### config.mk
export PLATFORM = sky130hd
export DESIGN_NAME = aism_regs
export DESIGN_NICKNAME = d
export VERILOG_FILES = /design/src/verilog/aism_pkg.sv /design/src/verilog/aism_regs.sv
export SDC_FILE = /design/constraint.sdc
export NUM_CORES = 1
export LEC_CHECK = 0
export BUFFER_PORTS_ARGS = -buffer_cell sky130_fd_sc_hd__clkbuf_2
export CELL_PAD_IN_SITES_DETAIL_PLACEMENT = 0
export CELL_PAD_IN_SITES_GLOBAL_PLACEMENT = 1
export CORE_MARGIN = 2
export CORE_UTILIZATION = 35
export CTS_BUF_LIST = sky130_fd_sc_hd__clkbuf_16
export CTS_CLUSTER_DIAMETER = 50
export DETAILED_ROUTE_END_ITERATION = 12
export GPL_TIMING_DRIVEN = 0
export PLACE_DENSITY = 0.8
export SLEW_MARGIN = 30
export SYNTH_ARGS = -nofsm -noshare
export SYNTH_HDL_FRONTEND = slang
export SYNTH_SLANG_ARGS = --single-unit
### constraint.sdc
create_clock -name sys_clk_in -period 2.5 [get_ports sys_clk_in]
set_input_delay 0.75 -clock sys_clk_in [delete_from_list [all_inputs] [get_ports sys_clk_in]]
set_output_delay 0.75 -clock sys_clk_in [all_outputs]
set_load 0.1 [all_outputs]
### src/verilog/aism_pkg.sv
// Purpose: constants for the identity, status and mode register bank
// Assumes: 16-bit registers reached by word address on the internal port
// Notes: identity high nibble and revision byte are parameters of the top
package aism_pkg;
    localparam logic [7:0] ADDR_IDENTITY = 8'h00;
    localparam logic [7:0] ADDR_STATUS = 8'h01;
    localparam logic [7:0] ADDR_MODE = 8'h02;

    localparam logic [3:0] CHANNEL_QUANTITY = 4'h6;
    localparam int CHANNELS = 6;

    localparam logic [15:0] STATUS_RESET = 16'h0500;
    localparam logic [15:0] MODE_RESET = 16'h0510;
    // reserved mode bits 15:14 always read zero
    localparam logic [15:0] MODE_WRITE_MASK = 16'h3fff;

    // status bit positions
    localparam int ST_LOCK = 15;
    localparam int ST_RESYNC = 14;
    localparam int ST_MAP_CHANGED = 13;
    localparam int ST_INPUT_ERR = 12;

    // mode bit positions, shared by the mirrored status fields
    localparam int MD_MAP_CRC_EN = 13;
    localparam int MD_INPUT_CRC_EN = 12;
    localparam int MD_CRC_TYPE = 11;
    localparam int MD_RESET_FLAG = 10;
    localparam int MD_WORD_HI = 9;
    localparam int MD_WORD_LO = 8;
    localparam int MD_TIMEOUT_EN = 4;
    localparam int MD_SEL_HI = 3;
    localparam int MD_SEL_LO = 2;
    localparam int MD_IDLE_FLOAT = 1;
    localparam int MD_PULSE_FMT = 0;

    localparam logic [1:0] SEL_LAGGING = 2'h0;
    localparam logic [1:0] SEL_ANY = 2'h1;

    localparam int READY_PULSE_CYCLES = 4;
endpackage : aism_pkg

### src/verilog/aism_regs.sv
// Purpose: identity, status and mode registers plus sample-ready pin driver
// Assumes: the serial frame logic presents decoded word reads and writes
// Notes: sticky status flags and new-sample flags clear on a status read
//
// Behaviour
// - identity bits 11:8 read fixed 0110b
// - identity bits 7:0 hold revision byte
// - status register at 01h, resets 0500h
// - status bit 15 shows interface lock
// - status bit 14 set on each resync
// - status bit 13 set on map checksum change
// - status bit 12 set on input checksum error
// - status bit 11 shows checksum polynomial
// - status bit 10 shows reset occurred
// - status bits 9:8 show word length
// - status bits 5:0 per-channel new sample flags
// - mode register at 02h, resets 0510h
// - mode upper fields at documented bit positions
// - mode lower fields at documented bit positions
// - writing reset flag zero clears reset indication
// - ready pin source follows select field
// - ready pin idle, level and pulse formats
`timescale 1ns/100ps
`default_nettype none
module aism_regs #(
    parameter logic [3:0] ID_FAMILY = 4'h0,     // arbitrary value
    parameter logic [7:0] REVISION = 8'h00,     // arbitrary value
    parameter int PULSE_CYCLES = aism_pkg::READY_PULSE_CYCLES
) (
    input wire logic sys_clk_in,
    input wire logic resetn_in,
    input wire logic [7:0] reg_addr_in,
    input wire logic reg_wr_in,
    input wire logic [15:0] reg_wdata_in,
    input wire logic reg_rd_in,
    input wire logic iface_locked_in,
    input wire logic resync_evt_in,
    input wire logic map_crc_changed_in,
    input wire logic input_crc_err_in,
    input wire logic [5:0] new_sample_evt_in,
    input wire logic [5:0] chan_enable_in,
    output logic [15:0] reg_rdata_out,
    output logic [15:0] mode_cfg_out,
    output logic sample_ready_pin_out,
    output logic sample_ready_pin_oe_out
);
    logic [15:0] mode;
    logic [15:0] rdata;
    logic lock;
    logic resync_occurred_flag;
    logic map_changed;
    logic input_err;
    logic [5:0] new_sample_flag;
    logic status_read;
    logic data_avail;
    logic data_avail_d;
    logic [7:0] pulse_cnt;
    logic [15:0] status_word;
    logic [15:0] identity_word;

    function automatic logic sticky(input logic cur, input logic set, input logic clr);
        sticky = set | (cur & ~clr);
    endfunction : sticky

    assign status_read = reg_rd_in && (reg_addr_in == aism_pkg::ADDR_STATUS);
    assign identity_word = {ID_FAMILY, aism_pkg::CHANNEL_QUANTITY, REVISION};

    // mirrored fields come from the mode register, not copies
    assign status_word = {lock, resync_occurred_flag, map_changed, input_err,
                          mode[aism_pkg::MD_CRC_TYPE],
                          mode[aism_pkg::MD_RESET_FLAG],
                          mode[aism_pkg::MD_WORD_HI:aism_pkg::MD_WORD_LO],
                          2'h0, new_sample_flag};

    // only the mode address is writable; others drop silently
    always_ff @(posedge sys_clk_in or negedge resetn_in) begin
        if (!resetn_in) begin
            mode <= aism_pkg::MODE_RESET;
        end else if (reg_wr_in && reg_addr_in == aism_pkg::ADDR_MODE) begin
            mode <= reg_wdata_in & aism_pkg::MODE_WRITE_MASK;
        end
    end

    always_ff @(posedge sys_clk_in or negedge resetn_in) begin
        if (!resetn_in) begin
            lock <= 1'b0;
        end else begin
            lock <= iface_locked_in;
        end
    end

    // a set in the clearing cycle survives
    always_ff @(posedge sys_clk_in or negedge resetn_in) begin
        if (!resetn_in) begin
            resync_occurred_flag <= 1'b0;
            map_changed <= 1'b0;
            input_err <= 1'b0;
            new_sample_flag <= 6'h00;
        end else begin
            resync_occurred_flag <= sticky(resync_occurred_flag, resync_evt_in, status_read);
            map_changed <= sticky(map_changed, map_crc_changed_in, status_read);
            input_err <= sticky(input_err, input_crc_err_in, status_read);
            for (int i = 0; i < aism_pkg::CHANNELS; i++) begin
                new_sample_flag[i] <= sticky(new_sample_flag[i], new_sample_evt_in[i],
                                             status_read);
            end
        end
    end

    always_comb begin
        case (reg_addr_in)
            aism_pkg::ADDR_IDENTITY: rdata = identity_word;
            aism_pkg::ADDR_STATUS: rdata = status_word;
            aism_pkg::ADDR_MODE: rdata = mode;
            default: rdata = 16'h0000;
        endcase
    end

    always_ff @(posedge sys_clk_in or negedge resetn_in) begin
        if (!resetn_in) begin
            reg_rdata_out <= 16'h0000;
        end else if (reg_rd_in) begin
            reg_rdata_out <= rdata;
        end
    end

    always_ff @(posedge sys_clk_in or negedge resetn_in) begin
        if (!resetn_in) begin
            mode_cfg_out <= aism_pkg::MODE_RESET;
        end else begin
            mode_cfg_out <= mode;
        end
    end

    // lagging waits for every enabled channel; any other select takes the first
    always_comb begin
        case (mode[aism_pkg::MD_SEL_HI:aism_pkg::MD_SEL_LO])
            aism_pkg::SEL_LAGGING:
                data_avail = (chan_enable_in != 6'h00) &&
                             ((new_sample_flag & chan_enable_in) == chan_enable_in);
            aism_pkg::SEL_ANY: data_avail = |(new_sample_flag & chan_enable_in);
            default: data_avail = |(new_sample_flag & chan_enable_in);
        endcase
    end

    always_ff @(posedge sys_clk_in or negedge resetn_in) begin
        if (!resetn_in) begin
            data_avail_d <= 1'b0;
            pulse_cnt <= 8'h00;
        end else begin
            data_avail_d <= data_avail;
            if (data_avail && !data_avail_d) begin
                pulse_cnt <= 8'(PULSE_CYCLES);
            end else if (pulse_cnt != 8'h00) begin
                pulse_cnt <= pulse_cnt - 8'h01;
            end
        end
    end

    // low while data stands, or for the pulse only in pulse format
    always_ff @(posedge sys_clk_in or negedge resetn_in) begin
        if (!resetn_in) begin
            sample_ready_pin_out <= 1'b1;
            sample_ready_pin_oe_out <= 1'b1;
        end else if (mode[aism_pkg::MD_PULSE_FMT] ? (pulse_cnt != 8'h00) : data_avail) begin
            sample_ready_pin_out <= 1'b0;
            sample_ready_pin_oe_out <= 1'b1;
        end else begin
            sample_ready_pin_out <= 1'b1;
            sample_ready_pin_oe_out <= ~mode[aism_pkg::MD_IDLE_FLOAT];
        end
    end

    chk_identity_count: assert property (@(posedge sys_clk_in) disable iff (!resetn_in)
        reg_rd_in && reg_addr_in == aism_pkg::ADDR_IDENTITY |=> reg_rdata_out[11:8] == 4'h6)
        else $error("identity channel count wrong");
    chk_revision_byte: assert property (@(posedge sys_clk_in) disable iff (!resetn_in)
        reg_rd_in && reg_addr_in == aism_pkg::ADDR_IDENTITY |=> reg_rdata_out[7:0] == REVISION)
        else $error("identity revision byte wrong");
    chk_status_rsvd: assert property (@(posedge sys_clk_in) disable iff (!resetn_in)
        reg_rd_in && reg_addr_in == aism_pkg::ADDR_STATUS |=> reg_rdata_out[7:6] == 2'h0)
        else $error("status reserved bits not zero");
    chk_resync_set: assert property (@(posedge sys_clk_in) disable iff (!resetn_in)
        resync_evt_in |=> resync_occurred_flag)
        else $error("resync flag not set");
    chk_err_hold: assert property (@(posedge sys_clk_in) disable iff (!resetn_in)
        input_err && !status_read |=> input_err)
        else $error("input error flag lost");
    chk_map_set: assert property (@(posedge sys_clk_in) disable iff (!resetn_in)
        !map_changed && !map_crc_changed_in |=> !map_changed)
        else $error("map changed flag set without cause");
    chk_lock_follow: assert property (@(posedge sys_clk_in) disable iff (!resetn_in)
        iface_locked_in ##1 iface_locked_in |=> status_word[aism_pkg::ST_LOCK])
        else $error("lock bit not following");
    chk_reset_clear: assert property (@(posedge sys_clk_in) disable iff (!resetn_in)
        reg_wr_in && reg_addr_in == aism_pkg::ADDR_MODE && !reg_wdata_in[10]
        |=> !status_word[aism_pkg::MD_RESET_FLAG])
        else $error("reset indication not cleared");
    chk_mirror_len: assert property (@(posedge sys_clk_in) disable iff (!resetn_in)
        reg_rd_in && !reg_wr_in && reg_addr_in == aism_pkg::ADDR_STATUS
        |=> reg_rdata_out[aism_pkg::MD_CRC_TYPE:aism_pkg::MD_WORD_LO] ==
            mode[aism_pkg::MD_CRC_TYPE:aism_pkg::MD_WORD_LO])
        else $error("status mirror differs from mode");
    chk_ro_ignored: assert property (@(posedge sys_clk_in) disable iff (!resetn_in)
        reg_wr_in && reg_addr_in != aism_pkg::ADDR_MODE |=> $stable(mode))
        else $error("read-only write changed mode");
    chk_mode_rsvd: assert property (@(posedge sys_clk_in) disable iff (!resetn_in)
        mode[15:14] == 2'h0)
        else $error("mode reserved bits set");
    chk_level_low: assert property (@(posedge sys_clk_in) disable iff (!resetn_in)
        data_avail && !mode[aism_pkg::MD_PULSE_FMT]
        |=> !sample_ready_pin_out && sample_ready_pin_oe_out)
        else $error("ready pin not driven low");
    chk_idle_float: assert property (@(posedge sys_clk_in) disable iff (!resetn_in)
        !data_avail && mode[aism_pkg::MD_IDLE_FLOAT] && pulse_cnt == 8'h00
        |=> !sample_ready_pin_oe_out)
        else $error("ready pin not floated when idle");
    chk_lag_select: assert property (@(posedge sys_clk_in) disable iff (!resetn_in)
        mode[aism_pkg::MD_SEL_HI:aism_pkg::MD_SEL_LO] == aism_pkg::SEL_LAGGING &&
        !mode[aism_pkg::MD_PULSE_FMT] && ((new_sample_flag & chan_enable_in) != chan_enable_in)
        |=> sample_ready_pin_out)
        else $error("lagging select asserted early");
endmodule : aism_regs
`default_nettype wire

# Word-level counts from Yosys, hierarchy flattened
# Index checks and enable logic that the tools add are counted.
# totals
in_bits	44
out_inout_bits	34
regBits	65
elab_cells	55
# classes
n_mux	7
reduce_logical	11
eq_ne	3
bitwise	21
addsub	1
# op_table
op	n
one-hot mux 16 bit (3 select lines)	1
2-to-1 mux 8 bit	2
AND 1 bit	9
OR 1 bit	9
equality test 8 x 1 -> 1 bit, second input constant	1
equality test 8 x 2 -> 1 bit, second input constant	1
zero test 8 bit	1
nonzero test 8 bit	1
subtractor 8 x 1 -> 8 bit, second input constant	1
AND 6 bit	1
equality test 6 bit	1
nonzero test 6 bit	1
OR reduction 6 bit	1
logical AND 1 bit	4
2-to-1 mux 1 bit	4
zero test 2 bit	1
NOT 1 bit	2
nonzero test 2 bit	1
zero test 1 bit	1

# Longest topological paths before layout
# Gate-level depths: netlist of run 1.
# depth
ltp_word	6
depth_mapped	6
mapped_depth_nobuf	6

# Worst setup path before layout of run 1
# Ideal clock, no wire load.
# synth_timing
path_kind	input port to flip-flop
startpoint	in reg_addr_in[3]
endpoint	reg mode[11]
slack_ps	300
cell_stages	5
setup_time_ps	125
n_path_buf	1
arrival_ps	2075
required_ps	2375
cell_sequence	or4_4 > nor3_4 > nand3_4 > buf_6 > mux2_4
# synth_via
elab_chain_cells	2
# synth_lines
element	line_no	source
from (decl)	aism_regs.sv:32	input wire logic [7:0] reg_addr_in,
equality test 8 x 2 -> 1 bit	aism_regs.sv:79	end else if (reg_wr_in && reg_addr_in == aism_pkg::ADDR_MODE) begin
logical AND 1 bit	aism_regs.sv:79	
to (signal assigned)	aism_regs.sv:78	mode <= aism_pkg::MODE_RESET;
to (signal assigned)	aism_regs.sv:80	mode <= reg_wdata_in & aism_pkg::MODE_WRITE_MASK;
to (decl)	aism_regs.sv:47	logic [15:0] mode;
# Every way passes these cells.
# A chain may end at the register's enable or synchronous reset.

# Worst setup path after layout of run 1
# layout_timing
startpoint	in reg_addr_in[3]
endpoint	reg new_sample_flag[0]
# layout_via
elab_chain_cells	5
# layout_lines
element	line_no	source
equality test 8 x 1 -> 1 bit	aism_regs.sv:65	assign status_read = reg_rd_in && (reg_addr_in == aism_pkg::ADDR_STATUS);
logical AND 1 bit	aism_regs.sv:65	
NOT 1 bit	aism_regs.sv:62	sticky = set | (cur & ~clr);
AND 1 bit	aism_regs.sv:62	
OR 1 bit	aism_regs.sv:62	
to (signal, indexed assignment)	aism_regs.sv:104	new_sample_flag[i] <= sticky(new_sample_flag[i], new_sample_evt_in[i],
to (decl)	aism_regs.sv:53	logic [5:0] new_sample_flag;
# Every way passes these cells.

==> results_dict.tcl, run 1 <==
set metrics [dict create \
    vias 2020 \
    area_growth_pct 30.7 \
    leakage_nw 1.72 \
    path_buf_inv 2 \
    max_cap_violations 0 \
    skew_ps 3.87 \
    path_depth 6 \
    dr.pass1.iters 4 \
    grt_pass1_vias 2106 \
    hold_viol_final 0 \
    crit_type "in -> reg" \
    ios 78 \
    post_cts_resized 0 \
    post_dp_cell_area_um2 3280 \
    dp.cells 407 \
    grtUsageTotal_pct 15.7 \
    synth_most_common_cell "dfrtp_1" \
    pwr_density_cell_nw_per_um2 856 \
    required_ps 2710 \
    ys_warn_count 0 \
    vias_per_cell 4.78 \
    hp-class "in -> async" \
    ctsHoldBuffers 0 \
    ys_seq_elements 65 \
    clk_root_buffer_cell "clkbuf_16" \
    cp_max_fo 10 \
    crit_slowest_cell "or4_4" \
    ff2ff_setup_slack_ps 580 \
    max_slew_margin_pct 61.8 \
    end_kind "flip-flop" \
    slew_viol_final 0 \
    cts_tree "yes" \
    drive_above_1_share_pct 37.7 \
    cts.sinks 65 \
    rows 32 \
    finalNonFillerCells 423 \
    grt_max_degree 48 \
    first_iter_violations 85 \
    synth_top_area_share_pct 51.8 \
    initial_core_util_pct 35.8 \
    clk_pin_slew_ps 60 \
    clock_latency_ps 320 \
    final.setup.tns_ps 0 \
    ys_async_sr_fraction_pct 100 \
    synth_flop_cell "dfrtp_1" \
    grt_antenna_before_repair 0 \
    setup_viol 0 \
    diodes 0 \
    synthDistinctLibCells 44 \
    n_fill_cell 743 \
    synth_area_per_cell_um2 12.0 \
    fmax_mhz 477 \
    die-area_um2 8590 \
    numCtsBuffers 9 \
    outcome "finished clean" \
    die_y_um 92.7 \
    die_x_um 92.7 \
    cpLargestDelayFamily "simple AND/OR/NAND/NOR gates" \
    wire_per_inst_um 14.9 \
    fin_nets 362 \
    vdd_drop_max_mv 0.404 \
    fin_area_um2 3600 \
    synthCells 230 \
    min_period_over_period_pct 83.9 \
    netlist_area_um2 2750 \
    place.gp.congestion 0.731 \
    drc 0 \
    synth_area_leaders "dfrtp_1, dfstp_2, mux2_4" \
    worstMarginPinSlew_ps 576 \
    wl_um 6290 \
    postRouteAntennaNets 0 \
    yosys.area.top_type "dfrtp_1" \
    ys_seq_area_share_pct 59.5 \
    grt_pass1_wl_um 10400 \
    cts_buffer_depth 2 \
    max_stage_delay_ps 540 \
    synth-edff-count 0 \
    synth_top_cells_by_count "dfrtp_1, inv_1, o21ai_0" \
    arrival_ps 2300 \
    final.min_clock_period_ps 2100 \
    h-tree-depth 3 \
    numPortBuffers 73 \
    rr_worst_depth 4 \
    start_kind "primary input" \
    post_cts_buffers 0 \
    coreArea_um2 7690 \
    dp_hpwl_um 4420 \
    overflow 0 \
    crit_chain "clkbuf_2 > or4_4 > nor3_4 > nand3_1 > clkbuf_1 > a21o_1" \
    rsz0062_at_grt "false" \
]
[per-layer routing]
layer	track usage, %	routed length (um)	vias up
met4	6.13	130	0
met1	20.2	2750	965
li1	-	-	975
met2	24.9	3010	68
met5	0	0	-
met3	4.88	389	12
[state kept, by name, indices dropped and copies added (netlist names), 6 cells and up]
register / flops
new_sample_flag: 6
pulse_cnt: 8
reg_rdata_out: 16
mode: 14
mode_cfg_out: 14
[worst register-to-register path, stage by stage, from the launching register on]
cell and delay [ps]:
dfrtp_1 430, or4_1 630, nor3_2 300, mux2_2 370
a31oi_1 120
[final timing paths]
check,from,endpoint
worst max-delay path,reg_addr_in[3],new_sample_flag[0]
worst min-delay path,resetn_in,mode[6]
worst max register to register,pulse_cnt[4],pulse_cnt[1]
worst min register to register,mode[4],mode_cfg_out[4]
max in group asynchronous,resetn_in,sample_ready_pin_out
min in group sys_clk_in,mode[4],mode_cfg_out[4]
[cell type report]
| type | count | area, um^2 | area share, % |
|---|---|---|---|
| Buffer | 12 | 60.1 | 1.67 |
| Clock buffer | 9 | 225 | 6.26 |
| Clock inverter | 7 | 93.8 | 2.61 |
| Inverter | 32 | 120 | 3.34 |
| Multi-Input combinational cell | 122 | 940 | 26.1 |
| Sequential cell | 65 | 1640 | 45.5 |
| Tap cell | 102 | 128 | 3.55 |
| Timing Repair Buffer | 74 | 395 | 11.0 |
[report_power, final]
part / switching (W) / internal, W
sequential: 0.0000826 / 0.00115
clock: 0.000448 / 0.000871
combinational: 0.000319 / 0.000212
total: 0.000850 / 0.00223
[placed cells by master (no fill, tap or decap), types with 2 or more instances in the layout]
cell        instances
o22ai_1             9
mux2i_1             3
dfstp_2             8
nand2_1             5
clkbuf_2           72
a31oi_1            10
conb_1              2
or3_1               2
nor2_1              6
xnor2_1             2
nor2b_1             3
clkinvlp_4          2
inv_1              32
mux2_4             10
buf_4               2
a22o_1              8
dfrtp_1            57
or4_1               2
ha_1                2
a21o_1              9
nand3_1             9
maj3_1              2
clkbuf_1            8
clkbuf_16           9
a22oi_1             2
nand3b_1            2
o21ai_0            12
clkinv_2            2
mux2_2              5
bufinv_16           2
[logic make-up after synthesis]
| group | synth area share (%) |
|---|---|
| flip-flops | 59.5 |
| AND/OR/NAND/NOR | 8.23 |
| XOR/XNOR | 0.636 |
| other | 0.136 |
| adder cells (fa/ha/maj) | 1.64 |
| AO/OA/AOI/OAI | 14.8 |
| buffers and inverters | 6.55 |
| multiplexers | 8.59 |
[metrics by stage]
step | setup slack, ps | hold WS, ps | power, W | utilization [%]
after floorplan | 300 | 360 | 0.00163 | -
after global placement | 65.0 | 368 | 0.00175 | 42.3
after detailed placement | 63.6 | 371 | 0.00178 | 42.7
after CTS | 395 | 340 | 0.00311 | 46.8
after global routing | 300 | 343 | 0.00323 | 46.8
final | 404 | 338 | 0.00308 | 46.8
(Power assumes the default switching activity.)
==> run 2: changes to the inputs <==
- ABC_AREA: not set -> 1
- PLACE_DENSITY: 0.8 -> 0.83
- clock period: 2.5 -> 2.1 ns (I/O delays scaled with it)
==> run 2 against run 1 <==
Against the previous run:
- die area rose by 2.9%
- critical path depth decreased by 5
- sequential cell count stayed put
- setup slack worse by 210 ps
- synthesized cell count is 33% higher
- clock skew up 2.1 ps
==> results_dict.tcl, run 2 <==
set metrics [dict create \
    overflow 0 \
    leakage_nw 2.01 \
    clk_pin_slew_ps 50 \
    finalNonFillerCells 499 \
    synth_top_cells_by_count "nand2_1, dfrtp_1, inv_1" \
    clock_latency_ps 320 \
    setup_ws_ps 192 \
    grtUsageTotal_pct 14.6 \
    numCtsBuffers 9 \
    drc 0 \
    wl_um 6050 \
    rows 32 \
    synth_top_area_share_pct 50.3 \
    dp.cells 483 \
    largestRegisters "reg_rdata_out x16, mode x14, mode_cfg_out x14" \
    post_dp_cell_area_um2 3350 \
    skew_ps 6.01 \
    fmax_mhz 524 \
    ys_seq_elements 65 \
    synth_flop_cell "dfrtp_1" \
    grt_pass1_wl_um 9720 \
    place.gp.congestion 0.765 \
    post_cts_buffers 0 \
    arrival_ps 1280 \
    end_kind "output port" \
    cpLargestDelayFamily "flip-flops" \
    n_fill_cell 798 \
    post_cts_resized 0 \
    grt_antenna_before_repair 0 \
    initial_core_util_pct 36.3 \
    path_depth 1 \
    outcome "finished clean" \
    path_buf_inv 1 \
    cp_max_fo 1 \
    min_period_over_period_pct 90.9 \
    diodes 0 \
    wire_per_inst_um 12.1 \
    first_iter_violations 71 \
    die-area_um2 8840 \
    synth_area_per_cell_um2 9.27 \
    netlist_area_um2 2840 \
    dr.pass1.iters 4 \
    final_cell_mix "nand2_1, clkbuf_2, dfrtp_1" \
    synth_area_leaders "dfrtp_1, nand2_1, dfstp_2" \
    clk_root_buffer_cell "clkbuf_16" \
    worstMarginPinSlew_ps 563 \
    ctsHoldBuffers 0 \
    crit_chain "clkbuf_2" \
    fin_nets 438 \
    synth_most_common_cell "nand2_1" \
    final.setup.tns_ps 0 \
    synthCells 306 \
    fin_area_um2 3660 \
    rr_worst_depth 8 \
    postRouteAntennaNets 0 \
    grt_max_degree 34 \
    grt_pass1_vias 2026 \
    final_common_cell "nand2_1" \
    crit_type "reg -> out" \
    die_x_um 94.0 \
    cts_buffer_depth 2 \
    ys_seq_area_share_pct 57.7 \
    area_growth_pct 29.0 \
    top_register "reg_rdata_out" \
    required_ps 1470 \
    rsz0062_at_grt "false" \
    ys_async_sr_fraction_pct 100 \
    largest_reg_flops 16 \
    hold_viol_final 0 \
    ios 78 \
    cts.sinks 65 \
    coreArea_um2 7810 \
    setup_viol 0 \
    max_cap_violations 0 \
    vias 2163 \
    die_y_um 94.0 \
    drive_above_1_share_pct 31.2 \
    vdd_drop_max_mv 0.380 \
    slew_viol_final 0 \
    h-tree-depth 3 \
    hp-class "in -> async" \
    start_kind "flip-flop" \
    final.min_clock_period_ps 1910 \
    pwr_density_cell_nw_per_um2 970 \
    max_stage_delay_ps 510 \
    numPortBuffers 73 \
    cts_tree "yes" \
    dp_hpwl_um 4590 \
    synth-edff-count 0 \
    max_slew_margin_pct 62.6 \
    ys_warn_count 0 \
    crit_slowest_cell "dfstp_2" \
    synthDistinctLibCells 31 \
    yosys.area.top_type "dfrtp_1" \
    post-place-ws_ps 163 \
    vias_per_cell 4.33 \
    fin_util_pct 46.8 \
]
[run 2: metrics by stage]
stage          hold slack [ps]  power [W]
6_report                   283    0.00355
5_1_grt                    316    0.00373
4_1_cts                    295    0.00359
3_5_place_dp               356    0.00209
3_3_place_gp               356    0.00208
2_1_floorplan              334    0.00193
[run 2: final cells by class]
cell class / count / area, um^2 / share of cell area [%]
clock buffer: 9 / 225 / 6.16
clock inverter: 7 / 77.6 / 2.12
multi-input combinational: 188 / 968 / 26.5
inverter: 46 / 173 / 4.72
sequential: 65 / 1640 / 44.7
timing repair buffer: 74 / 388 / 10.6
tap: 102 / 128 / 3.49
buffer: 8 / 61.3 / 1.68
[run 2: kinds of logic after synthesis]
| group | Yosys count | share of synthesized area, % |
|---|---|---|
| compound gates | 41 | 9.88 |
| xor+xnor | 5 | 1.54 |
| fa+ha+maj | 2 | 0.882 |
| buf+inv | 54 | 8.25 |
| flops | 65 | 57.7 |
| other cells | 1 | 0.132 |
| simple gates | 138 | 21.6 |
[run 2: layer usage]
metal  part of all wire (%)  wire length (um)  global-route usage (%)
met5                      0                 0                       0
met1                     46              2800                    19.6
met4                    2.9               174                    7.97
met2                     46              2780                    21.8
met3                    4.9               297                    3.21
[run 2: worst paths after layout]
kind                                         startpoint                      end  slack, ps
worst max-delay path            sample_ready_pin_oe_out  sample_ready_pin_oe_out        190
worst min-delay path                          resetn_in       new_sample_flag[4]        280
worst max register to register             pulse_cnt[0]             pulse_cnt[4]        610
worst min register to register                  mode[4]          mode_cfg_out[4]        360
max in group asynchronous                     resetn_in                  mode[4]       1220
min in group sys_clk_in                         mode[4]          mode_cfg_out[4]        360
[run 2: power breakdown]
group	leakage, nW	switching [W]	total [W]	internal (W)
sequential	0.730	0.0000728	0.00145	0.00137
combinational	1.14	0.000415	0.000615	0.000200
clock	0.147	0.000556	0.00149	0.000930
total	2.01	0.00104	0.00355	0.00250
